File: src/design/udm_pkg.sv
// Constants, register map and types for the user data bit manager.
// Assumes an 8-bit register port with a 7-bit byte address.
package udm_pkg;
  localparam int          UDM_CS_WORDS  = 24;
  localparam int          UDM_U_BYTES   = 48;
  localparam logic [8:0]  UDM_U_LAST    = 9'h17f;
  localparam logic [6:0]  UDM_CS_BASE   = 7'h00;
  localparam logic [6:0]  UDM_CS_LAST   = 7'h2f;
  localparam logic [6:0]  UDM_CTRL      = 7'h30;
  localparam logic [6:0]  UDM_STAT      = 7'h31;
  localparam logic [6:0]  UDM_MASK      = 7'h32;
  localparam logic [6:0]  UDM_OFL       = 7'h33;
  localparam logic [6:0]  UDM_QSUB_HI   = 7'h34;
  localparam logic [6:0]  UDM_QSUB_LO   = 7'h35;
  localparam logic [6:0]  UDM_UBUF_BASE = 7'h40;
  localparam logic [6:0]  UDM_UBUF_LAST = 7'h6f;
  localparam logic [1:0]  UDM_MODE_ZERO = 2'h0;
  localparam logic [1:0]  UDM_MODE_BLK  = 2'h1;
  localparam logic [1:0]  UDM_MODE_RSVD = 2'h2;
  localparam logic [1:0]  UDM_MODE_IEC  = 2'h3;
  localparam logic [1:0]  UDM_CTRL_RST  = 2'h0;
  localparam logic [2:0]  UDM_IU_LASTB  = 3'h7;
  localparam logic [3:0]  UDM_GAP_ZEROS = 4'h9;
  localparam logic [3:0]  UDM_MAX_FILL  = 4'h8;
  localparam int          UDM_FIFO_DEPTH = 64;
  localparam int          UDM_FIFO_AW   = 6;
  typedef enum logic [1:0] {UDM_TX_WAIT, UDM_TX_IU, UDM_TX_FILL} udm_tx_st_t;
endpackage : udm_pkg

File: src/design/udm_fifo.sv
// Show-ahead FIFO of information units and end-of-message markers.
// Assumes the writer never writes while full; clr empties it at once.
`timescale 1ns/1ns
`default_nettype none
module udm_fifo
  import udm_pkg::*;
(
  input  wire logic       ref_clk,  // Clock.
  input  wire logic       arst_n,   // Asynchronous reset, active low.
  input  wire logic       clr,      // Synchronous clear.
  input  wire logic       wr_en,    // Push.
  input  wire logic [8:0] wr_data,  // Bit 8 marks end of message.
  input  wire logic       rd_en,    // Pop.
  output logic      [8:0] rd_data,  // Head entry.
  output logic            full,     // No room.
  output logic            empty     // Nothing stored.
);
  logic [8:0]             mem [UDM_FIFO_DEPTH];
  logic [UDM_FIFO_AW-1:0] wp_q;
  logic [UDM_FIFO_AW-1:0] rp_q;
  logic [UDM_FIFO_AW:0]   cnt_q;

  assign full    = (cnt_q == (UDM_FIFO_AW+1)'(UDM_FIFO_DEPTH));
  assign empty   = (cnt_q == '0);
  assign rd_data = mem[rp_q];

  always_ff @(posedge ref_clk)
  begin
    if (wr_en && !full)
    begin
      mem[wp_q] <= wr_data;
    end
  end

  always_ff @(posedge ref_clk or negedge arst_n)
  begin
    if (!arst_n)
    begin
      wp_q  <= '0;
      rp_q  <= '0;
      cnt_q <= '0;
    end
    else if (clr)
    begin
      wp_q  <= '0;
      rp_q  <= '0;
      cnt_q <= '0;
    end
    else
    begin
      if (wr_en && !full)
      begin
        wp_q <= wp_q + UDM_FIFO_AW'(1);
      end
      if (rd_en && !empty)
      begin
        rp_q <= rp_q + UDM_FIFO_AW'(1);
      end
      cnt_q <= cnt_q + (UDM_FIFO_AW+1)'(wr_en && !full) - (UDM_FIFO_AW+1)'(rd_en && !empty);
    end
  end
endmodule : udm_fifo
`default_nettype wire

File: src/design/udm_top.sv
// User data bit manager: zero, block and consumer-message FIFO modes, plus
// the two-byte channel status word buffer, all behind an 8-bit register port.
// Assumes rx and tx bit strobes come from logic on ref_clk.
// Functional notes
// - Channel status buffer: 24 words, A high
// - Status read returns A byte, then B
// - Four user modes: zero, block, reserved, FIFO
// - Zero mode sends only zero user bits
// - Block mode: three buffers, middle host visible
// - Only block mode merges host user bits
// - User buffer access one byte per address
// - Byte MSB is earliest bit; first byte first
// - Unit is 1 start bit plus 7
// - 0-8 zeros join units; nine split messages
// - Second-position bits collected for host reading
// - Whole message stored before transmission starts
// - Only units and end-of-message markers enter FIFO; filler discarded
// - Output filler equals shortest observed input filler
// - Empty FIFO sends zeros until full message
// - Overwrite synchronously clears the whole FIFO
// - Maskable interrupt on FIFO overwrite reset
`timescale 1ns/1ns
`default_nettype none
module udm_top
  import udm_pkg::*;
(
  input  wire logic       ref_clk,      // 10 MHz clock.
  input  wire logic       arst_n,       // Asynchronous reset, active low.
  input  wire logic [6:0] reg_addr,     // Register byte address.
  input  wire logic [7:0] reg_wdata,    // Write data.
  input  wire logic       reg_wr,       // Write strobe.
  input  wire logic       reg_rd,       // Read strobe.
  output logic      [7:0] reg_rdata_q,  // Read data, cycle after strobe.
  input  wire logic       rx_u_stb,     // Received user bit valid.
  input  wire logic       rx_u_bit,     // Received user bit.
  input  wire logic       rx_blk_start, // Received bit is first of block.
  input  wire logic       tx_u_req,     // Transmitter takes a user bit.
  input  wire logic       tx_blk_start, // Requested bit is first of block.
  output logic            tx_u_bit_q,   // User bit for the transmitter.
  output logic            irq_q         // Overwrite interrupt, active high.
);
  logic [15:0]    cs_q [UDM_CS_WORDS];
  logic [1:0]     mode_q;
  logic           stat_q;
  logic           mask_q;
  logic [383:0]   d_q;
  logic [383:0]   e_q;
  logic [383:0]   f_q;
  logic [8:0]     rx_idx_q;
  logic [8:0]     tx_idx_q;
  logic [8:0]     rx_pos;
  logic [8:0]     tx_pos;
  logic           d_full_q;
  logic           rx_in_iu_q;
  logic [2:0]     rx_bc_q;
  logic [7:0]     rx_sh_q;
  logic [3:0]     rx_zc_q;
  logic           rx_seen_q;
  logic           discard_q;
  logic [3:0]     min_fill_q;
  logic [15:0]    qsub_q;
  logic [7:0]     msg_cnt_q;
  logic           iec;
  logic           iu_done;
  logic           gap_hit;
  logic           wr_req;
  logic           ovf;
  logic [8:0]     fifo_wd;
  logic [8:0]     head;
  logic           fifo_full;
  logic           fifo_empty;
  logic           tx_pop;
  logic           tx_iec_bit;
  udm_tx_st_t     tx_st_q;
  logic [6:0]     tx_sh_q;
  logic [2:0]     tx_bc_q;
  logic [3:0]     tx_fc_q;
  logic [3:0]     tx_gap_q;

  // Top bit index of a user buffer byte; byte 0 holds the earliest bits.
  function automatic logic [8:0] ubuf_top(input logic [6:0] a);
    logic [6:0] k;
    k = a - UDM_UBUF_BASE;
    ubuf_top = UDM_U_LAST - {k[5:0], 3'b000};
  endfunction : ubuf_top

  function automatic logic in_ubuf(input logic [6:0] a);
    in_ubuf = (a >= UDM_UBUF_BASE) && (a <= UDM_UBUF_LAST);
  endfunction : in_ubuf

  assign iec = (mode_q == UDM_MODE_IEC);

  // Control, status and mask registers.
  always_ff @(posedge ref_clk or negedge arst_n)
  begin
    if (!arst_n)
    begin
      mode_q <= UDM_CTRL_RST;
      mask_q <= 1'b0;
      stat_q <= 1'b0;
      irq_q  <= 1'b0;
    end
    else
    begin
      if (reg_wr && reg_addr == UDM_CTRL)
      begin
        mode_q <= reg_wdata[1:0];
      end
      if (reg_wr && reg_addr == UDM_MASK)
      begin
        mask_q <= reg_wdata[0];
      end
      // A new overwrite event wins over a clear in the same cycle.
      if (ovf)
      begin
        stat_q <= 1'b1;
      end
      else if (reg_wr && reg_addr == UDM_STAT && reg_wdata[0])
      begin
        stat_q <= 1'b0;
      end
      irq_q <= stat_q & mask_q;
    end
  end

  // Channel status access buffer: even address A byte, odd address B byte.
  always_ff @(posedge ref_clk or negedge arst_n)
  begin
    if (!arst_n)
    begin
      for (int i = 0; i < UDM_CS_WORDS; i++)
      begin
        cs_q[i] <= '0;
      end
    end
    else if (reg_wr && reg_addr <= UDM_CS_LAST)
    begin
      if (!reg_addr[0])
      begin
        cs_q[reg_addr[5:1]][15:8] <= reg_wdata;
      end
      else
      begin
        cs_q[reg_addr[5:1]][7:0] <= reg_wdata;
      end
    end
  end

  // Read port.
  always_ff @(posedge ref_clk or negedge arst_n)
  begin
    if (!arst_n)
    begin
      reg_rdata_q <= '0;
    end
    else if (reg_rd)
    begin
      if (reg_addr <= UDM_CS_LAST)
      begin
        reg_rdata_q <= reg_addr[0] ? cs_q[reg_addr[5:1]][7:0]
                                   : cs_q[reg_addr[5:1]][15:8];
      end
      else if (in_ubuf(reg_addr))
      begin
        reg_rdata_q <= e_q[ubuf_top(reg_addr) -: 8];
      end
      else
      begin
        case (reg_addr)
          UDM_CTRL:    reg_rdata_q <= {6'h00, mode_q};
          UDM_STAT:    reg_rdata_q <= {7'h00, stat_q};
          UDM_MASK:    reg_rdata_q <= {7'h00, mask_q};
          UDM_OFL:     reg_rdata_q <= {4'h0, min_fill_q};
          UDM_QSUB_HI: reg_rdata_q <= qsub_q[15:8];
          UDM_QSUB_LO: reg_rdata_q <= qsub_q[7:0];
          default:     reg_rdata_q <= 8'h00;
        endcase
      end
    end
  end

  // Block mode: D fills from the receiver, E is host visible, F feeds out.
  assign rx_pos = rx_blk_start ? 9'h000 : rx_idx_q;
  assign tx_pos = tx_blk_start ? 9'h000 : tx_idx_q;

  always_ff @(posedge ref_clk or negedge arst_n)
  begin
    if (!arst_n)
    begin
      d_q      <= '0;
      e_q      <= '0;
      f_q      <= '0;
      rx_idx_q <= '0;
      tx_idx_q <= '0;
      d_full_q <= 1'b0;
    end
    else
    begin
      d_full_q <= 1'b0;
      if (rx_u_stb)
      begin
        d_q[UDM_U_LAST - rx_pos] <= rx_u_bit;
        rx_idx_q <= (rx_pos == UDM_U_LAST) ? 9'h000 : rx_pos + 9'h001;
        d_full_q <= (rx_pos == UDM_U_LAST) && (mode_q == UDM_MODE_BLK);
      end
      if (d_full_q)
      begin
        e_q <= d_q;
      end
      if (reg_wr && in_ubuf(reg_addr))
      begin
        e_q[ubuf_top(reg_addr) -: 8] <= reg_wdata;
      end
      if (tx_u_req)
      begin
        tx_idx_q <= (tx_pos == UDM_U_LAST) ? 9'h000 : tx_pos + 9'h001;
        if (tx_pos == 9'h000)
        begin
          f_q <= e_q;
        end
      end
    end
  end

  // Consumer-format receive parser.
  assign iu_done = rx_u_stb && rx_in_iu_q && (rx_bc_q == UDM_IU_LASTB);
  assign gap_hit = rx_u_stb && !rx_in_iu_q && !rx_u_bit && rx_seen_q
                   && (rx_zc_q == UDM_MAX_FILL);
  assign wr_req  = iec && !discard_q && (iu_done || gap_hit);
  assign ovf     = wr_req && fifo_full;
  assign fifo_wd = gap_hit ? 9'h100 : {1'b0, rx_sh_q[6:0], rx_u_bit};

  always_ff @(posedge ref_clk or negedge arst_n)
  begin
    if (!arst_n)
    begin
      rx_in_iu_q <= 1'b0;
      rx_bc_q    <= '0;
      rx_sh_q    <= '0;
      rx_zc_q    <= UDM_GAP_ZEROS;
      rx_seen_q  <= 1'b0;
      discard_q  <= 1'b0;
      min_fill_q <= UDM_MAX_FILL;
      qsub_q     <= '0;
    end
    else
    begin
      if (ovf)
      begin
        discard_q <= 1'b1;
      end
      if (rx_u_stb && rx_in_iu_q)
      begin
        rx_sh_q <= {rx_sh_q[6:0], rx_u_bit};
        rx_bc_q <= rx_bc_q + 3'h1;
        if (iu_done)
        begin
          rx_in_iu_q <= 1'b0;
          rx_zc_q    <= '0;
          qsub_q     <= {qsub_q[14:0], rx_sh_q[5]};
        end
      end
      else if (rx_u_stb && rx_u_bit)
      begin
        rx_in_iu_q <= 1'b1;
        rx_sh_q    <= 8'h01;
        rx_bc_q    <= 3'h1;
        rx_seen_q  <= 1'b1;
        if (rx_zc_q >= UDM_GAP_ZEROS)
        begin
          discard_q <= 1'b0;
        end
        else if (rx_seen_q && rx_zc_q < min_fill_q)
        begin
          min_fill_q <= rx_zc_q;
        end
      end
      else if (rx_u_stb)
      begin
        if (rx_zc_q < UDM_GAP_ZEROS)
        begin
          rx_zc_q <= rx_zc_q + 4'h1;
        end
        if (gap_hit)
        begin
          rx_seen_q <= 1'b0;
        end
      end
    end
  end

  udm_fifo u_fifo (
    .ref_clk (ref_clk),
    .arst_n  (arst_n),
    .clr     (ovf),
    .wr_en   (wr_req && !fifo_full),
    .wr_data (fifo_wd),
    .rd_en   (tx_pop),
    .rd_data (head),
    .full    (fifo_full),
    .empty   (fifo_empty)
  );

  // Count of complete messages held; transmission waits for one.
  always_ff @(posedge ref_clk or negedge arst_n)
  begin
    if (!arst_n)
    begin
      msg_cnt_q <= '0;
    end
    else if (ovf)
    begin
      msg_cnt_q <= '0;
    end
    else
    begin
      msg_cnt_q <= msg_cnt_q + 8'(wr_req && gap_hit)
                   - 8'(tx_pop && head[8]);
    end
  end

  // Consumer-format transmit sequencer.
  always_comb
  begin
    tx_pop     = 1'b0;
    tx_iec_bit = 1'b0;
    if (tx_u_req && iec && !ovf)
    begin
      case (tx_st_q)
        UDM_TX_WAIT:
        begin
          tx_pop = !fifo_empty && msg_cnt_q != '0
                   && tx_gap_q >= UDM_GAP_ZEROS;
          tx_iec_bit = tx_pop && head[7];
        end
        UDM_TX_IU:
        begin
          tx_iec_bit = tx_sh_q[6];
        end
        UDM_TX_FILL:
        begin
          tx_pop = !fifo_empty && (head[8] || tx_fc_q >= min_fill_q);
          tx_iec_bit = tx_pop && !head[8] && head[7];
        end
        default:
        begin
          tx_pop = 1'b0;
        end
      endcase
    end
  end

  always_ff @(posedge ref_clk or negedge arst_n)
  begin
    if (!arst_n)
    begin
      tx_st_q  <= UDM_TX_WAIT;
      tx_sh_q  <= '0;
      tx_bc_q  <= '0;
      tx_fc_q  <= '0;
      tx_gap_q <= UDM_GAP_ZEROS;
    end
    else if (ovf)
    begin
      // A message cut short by the clear is closed by a fresh full gap.
      tx_st_q  <= UDM_TX_WAIT;
      tx_gap_q <= '0;
    end
    else if (tx_u_req && iec)
    begin
      if (tx_pop && !head[8])
      begin
        tx_st_q <= UDM_TX_IU;
        tx_sh_q <= head[6:0];
        tx_bc_q <= '0;
      end
      else
      begin
        case (tx_st_q)
          UDM_TX_WAIT:
          begin
            if (tx_gap_q < UDM_GAP_ZEROS)
            begin
              tx_gap_q <= tx_gap_q + 4'h1;
            end
          end
          UDM_TX_IU:
          begin
            tx_sh_q <= {tx_sh_q[5:0], 1'b0};
            tx_bc_q <= tx_bc_q + 3'h1;
            if (tx_bc_q == 3'h6)
            begin
              tx_st_q <= UDM_TX_FILL;
              tx_fc_q <= '0;
            end
          end
          UDM_TX_FILL:
          begin
            if (tx_pop)
            begin
              tx_st_q  <= UDM_TX_WAIT;
              tx_gap_q <= 4'h1;
            end
            else
            begin
              tx_fc_q <= tx_fc_q + 4'h1;
            end
          end
          default:
          begin
            tx_st_q <= UDM_TX_WAIT;
          end
        endcase
      end
    end
  end

  // Output bit selection by mode; the reserved mode sends zeros.
  always_ff @(posedge ref_clk or negedge arst_n)
  begin
    if (!arst_n)
    begin
      tx_u_bit_q <= 1'b0;
    end
    else if (tx_u_req)
    begin
      case (mode_q)
        UDM_MODE_BLK: tx_u_bit_q <= (tx_pos == 9'h000) ? e_q[UDM_U_LAST]
                                    : f_q[UDM_U_LAST - tx_pos];
        UDM_MODE_IEC: tx_u_bit_q <= tx_iec_bit;
        default:      tx_u_bit_q <= 1'b0;
      endcase
    end
  end

  AST_ZERO_MODE: assert property (@(posedge ref_clk) disable iff (!arst_n)
    tx_u_req && mode_q == UDM_MODE_ZERO |=> !tx_u_bit_q)
    else $error("zero mode sent a one");
  AST_RSVD_MODE: assert property (@(posedge ref_clk) disable iff (!arst_n)
    tx_u_req && mode_q == UDM_MODE_RSVD |=> !tx_u_bit_q)
    else $error("reserved mode sent a one");
  AST_OVF_CLEAR: assert property (@(posedge ref_clk) disable iff (!arst_n)
    ovf |=> fifo_empty && msg_cnt_q == '0)
    else $error("fifo not cleared after overwrite");
  // The mask in force one cycle after the event decides whether the line rises.
  AST_OVF_IRQ: assert property (@(posedge ref_clk) disable iff (!arst_n)
    ovf |=> stat_q ##1 irq_q == $past(mask_q))
    else $error("overwrite interrupt does not follow the mask");
  AST_EMPTY_ZERO: assert property (@(posedge ref_clk) disable iff (!arst_n)
    tx_u_req && iec && tx_st_q == UDM_TX_WAIT && msg_cnt_q == '0 |=> !tx_u_bit_q)
    else $error("bit sent without a whole message");
  AST_START_BIT: assert property (@(posedge ref_clk) disable iff (!arst_n)
    tx_pop && !head[8] |=> tx_u_bit_q ##0 tx_st_q == UDM_TX_IU)
    else $error("unit did not open with a one");
  AST_FILL_ZERO: assert property (@(posedge ref_clk) disable iff (!arst_n)
    tx_u_req && iec && !ovf && tx_st_q == UDM_TX_FILL && tx_fc_q < min_fill_q && !head[8]
    |=> !tx_u_bit_q)
    else $error("filler shorter than shortest input filler");
  AST_DISCARD: assert property (@(posedge ref_clk) disable iff (!arst_n)
    ovf |=> discard_q && msg_cnt_q == '0 && !wr_req)
    else $error("writes resumed inside a dropped message");
  AST_CS_A_FIRST: assert property (@(posedge ref_clk) disable iff (!arst_n)
    reg_rd && reg_addr == UDM_CS_BASE && !reg_wr |=> reg_rdata_q == $past(cs_q[0][15:8]))
    else $error("channel A byte not returned first");
endmodule : udm_top
`default_nettype wire
File: config.mk
export PLATFORM = sky130hd
export DESIGN_NAME = udm_top
export DESIGN_NICKNAME = d
export VERILOG_FILES = /design/src/design/udm_pkg.sv /design/src/design/udm_fifo.sv /design/src/design/udm_top.sv
export SDC_FILE = /design/constraint.sdc
export NUM_CORES = 2
export LEC_CHECK = 0
export ABC_AREA = 1
export BUFFER_PORTS_ARGS = -buffer_cell sky130_fd_sc_hd__buf_2
export CAP_MARGIN = 5
export CELL_PAD_IN_SITES_DETAIL_PLACEMENT = 1
export CELL_PAD_IN_SITES_GLOBAL_PLACEMENT = 2
export CORE_ASPECT_RATIO = 2
export CORE_UTILIZATION = 41
export CTS_CLUSTER_DIAMETER = 120
export DETAILED_ROUTE_END_ITERATION = 8
export PLACE_DENSITY_LB_ADDON = 0.3
export SKIP_LAST_GASP = 1
export SYNTH_ARGS = -nofsm -noshare
export SYNTH_HDL_FRONTEND = slang
export SYNTH_SLANG_ARGS = --single-unit
File: constraint.sdc
create_clock -name ref_clk -period 5.4 [get_ports ref_clk]
set_input_delay 0.27 -clock ref_clk [delete_from_list [all_inputs] [get_ports ref_clk]]
set_output_delay 0.27 -clock ref_clk [all_outputs]
set_load 0.01 [all_outputs]
# Word level (Yosys, flattened, before mapping)
# Memories as Yosys holds them, arrays and structs flattened.
# Index checks and enable logic that the tools add are counted.
# totals
register_bits,1653
latchBits,0
rom_bits,0
mem_bits_rw,576
mem_count,1
# memory_table
name,depth,word_bits,rd,rd_ports_with_merged_regs,wr,line,text
u_fifo.mem,64,9,1,0,1,udm_fifo.sv:18,logic [8:0] mem [UDM_FIFO_DEPTH];
# classes
n_shift,3
bitwise_logic,6
n_eq_ne,26
addsub,18
n_reduce_logical,70
multipliers,0
mux,82
div,0
magnitude_cmp,14
# ops
op,n
$bwmux 384,4
$mux 384,3
$shift 8x11->391 const A,1
$shiftx 391x10->8,1
$shiftx 8x11->391,1
$demux 16 s5,2
$bmux 16 s5,1
$mux 16,3
$mux 4,12
$pmux 8 s6,1
$mux 9,5
$eq 7x6->1 const B,6
$mux 8,5
$logic_and 1x1->1,35
$mux 7,5
$sub 9x9->9 const A,3
$mux 6,4
$reduce_bool 2->1,11
$lt 9x10->1 const B,2
$mux 1,20
$add 9x1->9 const B,2
$eq 9x9->1 const B,2
$pmux 4 s2,2
$add 4x1->4 const B,3
other kinds (48),85

# Logic depth before layout (Yosys ltp)
# logic_depth
word_depth,16
ltp_mapped,30
depth_no_buf,30

# By module
# Synthesis repeated with hierarchy kept, for this count alone.
# hier_totals
cells_unflattened,11677
hier_area_um2,103683.2
# by_module_without_submodules
module,seq_area_each_um2,area_each_um2,n_inst,cells_each
udm_top,40895.5,79010.8,1,9533
udm_fifo,17772.0,24672.4,1,2144

# Least setup slack after synthesis
# No wires, ideal clock.
# synth_path
path_kind,register to register
from,register rx_zc_q[1]
to,register msg_cnt_q[6]
t_arrival_ns,3.933
path_slack_ns,1.341
path_stages_with_launch,19
path_buffers,1
period_less_slack_ns,4.059
setup_ns,0.126
t_required_ns,5.274
cell_sequence,dfrtp_1 > inv_1 > ha_1 > nand3_1 > nor4_4 > clkbuf_1 > nand2_1 > ha_1 > inv_1 > ha_1 > fa_1 > a21oi_1 > nor2_1 > nor2_1 > nor2_1 > nor2_1 > o21ai_0 > o21ai_0 > a21oi_1
# synth_via
elab_chain_len,11
# synth_rtl
element,line,text
"start, declared",udm_top.sv:57,logic [3:0] rx_zc_q;
"start signal, assigned",udm_top.sv:282,rx_zc_q <= rx_zc_q + 4'h1;
$eq 4x4->1 *,udm_top.sv:228,&& (rx_zc_q == UDM_MAX_FILL);
$logic_and 1x1->1 *,udm_top.sv:228,
"parallel branches: the longest is 8 deep, another holds $add 8x1->8",-,
$mux 8 *,udm_top.sv:311,else if (ovf)
"end signal, assigned",udm_top.sv:317,msg_cnt_q <= msg_cnt_q + 8'(wr_req && gap_hit)
"end, declared",udm_top.sv:62,logic [7:0] msg_cnt_q;
# Every way passes the cells marked *.
# A chain may end at the register's enable or synchronous reset.

# Final worst setup path
# layout_path
from,register rx_in_iu_q
to,register u_fifo.cnt_q[6]
# layout_via
elab_chain_len,14
# layout_rtl
element,line,text
"start, declared",udm_top.sv:54,logic rx_in_iu_q;
"start signal, assigned",udm_top.sv:237,rx_in_iu_q <= 1'b0;
"start signal, assigned",udm_top.sv:258,rx_in_iu_q <= 1'b0;
"start signal, assigned",udm_top.sv:265,rx_in_iu_q <= 1'b1;
$logic_not 1->1,udm_top.sv:227,assign gap_hit = rx_u_stb && !rx_in_iu_q && !rx_u_bit && rx_seen_q
$logic_and 1x1->1 (3 in series),udm_top.sv:227,
$logic_and 1x1->1,udm_top.sv:228,
$logic_or 1x1->1 *,udm_top.sv:229,assign wr_req = iec && !discard_q && (iu_done || gap_hit);
$logic_and 1x1->1 *,udm_top.sv:229,
"parallel branches: the longest is 6 deep, another holds $add 7x1->7",-,
$mux 7 *,udm_fifo.sv:43,else if (clr)
"end signal, assigned",udm_fifo.sv:59,cnt_q <= cnt_q + (UDM_FIFO_AW+1)'(wr_en && !full) - (UDM_FIFO_AW+1)'(rd_en && !empty);
"end, declared",udm_fifo.sv:21,logic [UDM_FIFO_AW:0] cnt_q;
# Marked as above.

==> reports/qor.yml <==
core_um2: 247000
max_cap_viol_count: 0
final_nets: 10900
synth_edf_count: 576
netlist_area_um2: 102000
place_ws_ns: 0.634
sequentialPowerShare: 0.482
syn_to_final_growth_pct: 11.5
post_drt_wl_per_cell_um: 31.7
rsz0062_at_grt: "no"
critPathCaptureType: "register"
finalHoldViolations: 0
routed_wl_um: 453000
ir_drop_mv: 0.328
worst_setup_path_start_kind: "register"
cp.arrival_ns: 5.50
cts-buffers-inserted: 210
first_pass_iters: 6
worstPathCellList: "nand2_1 > inv_2 > nand2_2 > inv_1 > o21ai_4 > nor2_4 > inv_2 > nand2_1 > inv_1 > nand2_1 > inv_2 > ha_1 > inv_1 > ha_1 > inv_1 > fa_1 > o31ai_1 > inv_1 > nor2_1 > nor2_1 > o21bai_1 > o21ai_0 > a21oi_1"
drv_slew: 0
seq_area_frac_synth: 0.576
postRouteAntennaNets: 0
viasPerCell: 5.91
synth_ff_type: "dfrtp_1"
placed_cell_area_um2: 106000
share_comb_of_total_power: 0.125
clk_latency_ns: 0.93
grt_pass1_vias: 89200
cts_resized: 0
gr-total-overflow: 0
hold_depth: 6
layout-drive-gt1-share: 0.0819
hold_class: "input port to register"
dp.cells: 13900
min_period_ns: 4.68
grt_pass1_wl_um: 648000
gr-usage-met1: 0.358
power_mw: 40.0
drc: 0
fin_tns_setup_ns: 0
crit_path_max_fanout: 23
dr_total_vias: 84500
post-route-period-util: 0.866
clockBufferDepth: 4
globalRoute.busiestLayer: "met2"
cts-root-buf: "clkbuf_16"
cts_tree: "yes"
max_slew_margin: 0.0988
path_class: "register to register"
initial_utilization: 0.412
met3_usage: 0.0537
switchingPower_mw: 11.4
p_per_area_nw_per_um2: 353
avgSynthCellArea_um2: 9.21
chipHeight_um: 707
p_int_mw: 28.7
drtIter0Drc: 6643
worst_pin_slew_ns: 1.35
p_clk_frac: 0.393
r2r_cells: 23
p_leak_nw: 52.5
grtUsageMet2: 0.624
synthCells: 11000
synth_cell_types: 61
dp_hpwl_um: 311000
die_w_um: 354
htree_levels: 4
clock-sinks: 2229
gp_congestion: 0.998
track_usage: 0.361
portBuffers: 33
clk_pin_slew_ns: 0.07
fmax_mhz: 214
switching_share: 0.284
finalClockSkew_ns: 0.0942
antenna_found_initial: 26
setup_violations: 0
grt_max_degree: 194
synth_seq_cells: 2229
critPathRequiredTime_ns: 6.23
crit_top_cell: "inv_1"
synthesis.nets: 11100
max_stage_delay_ns: 0.47
design_area_um2: 113000
crit_slowest_cell: "o21ai_4"
yosysWarnings: 0
fp-row-count: 258
finalWorstSetupSlack_ns: 0.725
ioPinCount: 34
fin_cells: 14300
async_reset_ff_frac: 0.742
die-area_um2: 250000
status: "complete, no violations"
-- metrics by stage --
stage          hold WS (ns)  utilization
2_1_floorplan       -0.0256            -
3_3_place_gp          0.229        0.430
3_5_place_dp          0.289        0.430
4_1_cts              0.0129        0.459
5_1_grt              0.0993        0.459
6_report             0.0497        0.459
-- Yosys cell counts (12+ instances only) --
cell	n	area [um^2]
inv_1	900	3380
buf_1	69	259
nand3_1	592	2960
mux2_2	15	169
o21ai_0	1584	7930
nor2_2	12	75.1
o21ai_1	27	135
nor2_1	586	2200
o22ai_1	195	1220
o211ai_1	217	1630
edfxtp_1	576	17300
mux2i_1	358	3580
buf_2	160	801
nand4_1	76	475
nand2_2	17	106
o221ai_1	82	718
dfrtp_1	1648	41200
ha_1	55	688
a31oi_1	102	638
or2_2	28	175
inv_2	18	67.6
buf_4	25	188
a21oi_1	252	1260
nand2_1	2565	9630
nor3_1	31	155
a22oi_1	181	1360
clkbuf_1	533	2000
a22o_1	28	245
o31ai_1	14	105
-- sequential cells by signal, summed over array words and instances, names as in the netlist, 7 cells and up --
register	flops
d_q	384
tx_sh_q	7
qsub_q	16
cs_q	384
msg_cnt_q	8
e_q	384
u_fifo.cnt_q	7
rx_idx_q	9
f_q	384
u_fifo.mem	576
reg_rdata_q	8
tx_idx_q	9
rx_sh_q	7
-- path summary, 6_finish.rpt --
check	start	endpoint	slack, ns
worst max-delay path	rx_in_iu_q	u_fifo.cnt_q[6]	0.72
worst min-delay path	reg_addr[5]	reg_rdata_q[7]	0.05
worst max register to register	rx_in_iu_q	u_fifo.cnt_q[6]	0.72
worst min register to register	d_q[73]	d_q[73]	0.48
max in group asynchronous	arst_n	cs_q[244]	3.17
min in group asynchronous	arst_n	f_q[6]	0.49
-- cells in the final DEF, fill, tap and decap left out, drive strengths merged, types with 7 or more instances in the layout --
master / instances
a21oi: 252
a22o: 28
a22oi: 181
a31oi: 102
a32o: 10
buf: 383
bufinv: 21
clkbuf: 287
clkinv: 64
clkinvlp: 10
dfrtp: 1648
diode: 21
dlygate4sd3: 19
edfxtp: 576
ha: 55
inv: 920
mux2: 15
mux2i: 358
nand2: 2586
nand3: 593
nand4: 76
nor2: 608
nor3: 38
nor4: 7
o211ai: 217
o21ai: 1613
o221ai: 82
o22ai: 195
o31ai: 14
or2: 28
xor2: 10
-- routing by layer --
metal	part of all wire	up-vias
met5	0.00024	-
met3	0.046	1447
met1	0.33	43300
li1	-	37000
met4	0.13	18
met2	0.50	2781
-- final cells by class --
type,count,area [um^2]
sequential,2229,58700
clock inverter,88,1080
antenna,21,52.6
tap,3250,4070
fill,28000,133000
multi-input combinational,7098,36700
inverter,927,3520
timing repair buffer,402,3450
clock buffer,287,5940
-- logic make-up after synthesis --
| logic type | share of synthesized area |
|---|---|
| and+or+nand+nor | 0.159 |
| AOI/OAI and AO/OA | 0.153 |
| DFF | 0.576 |
| buffers and inverters | 0.0666 |
| muxes | 0.0369 |
| adders and majority gates | 0.00715 |
| xor gates and xnor gates | 0.00103 |
-- what timing repair did --
item	CTS	global route
endpoints found under the setup margin	0	0
endpoints found under the hold margin	297	4
hold buffers	18	1
buffers inserted	0	0
-- critical path: cells and delay by family, from the launching register on --
family | cells | cell delay [ns]
compound gates | 5 | 1.26
buf+inv | 8 | 0.98
fa+ha+maj | 3 | 0.81
simple gates | 7 | 1.14
flops | 1 | 0.41
-- power groups by stage --
stage	Sequential, mW	Combinational [mW]	Clock, mW
5_1_grt	19.4	5.43	16.4
3_3_place_gp	19.6	4.77	0
2_1_floorplan	19.4	2.71	0
4_1_cts	19.3	4.96	15.9
3_5_place_dp	19.6	4.92	0
6_report	19.3	5.00	15.7
No activity file was read; power rests on OpenSTA's default activity.
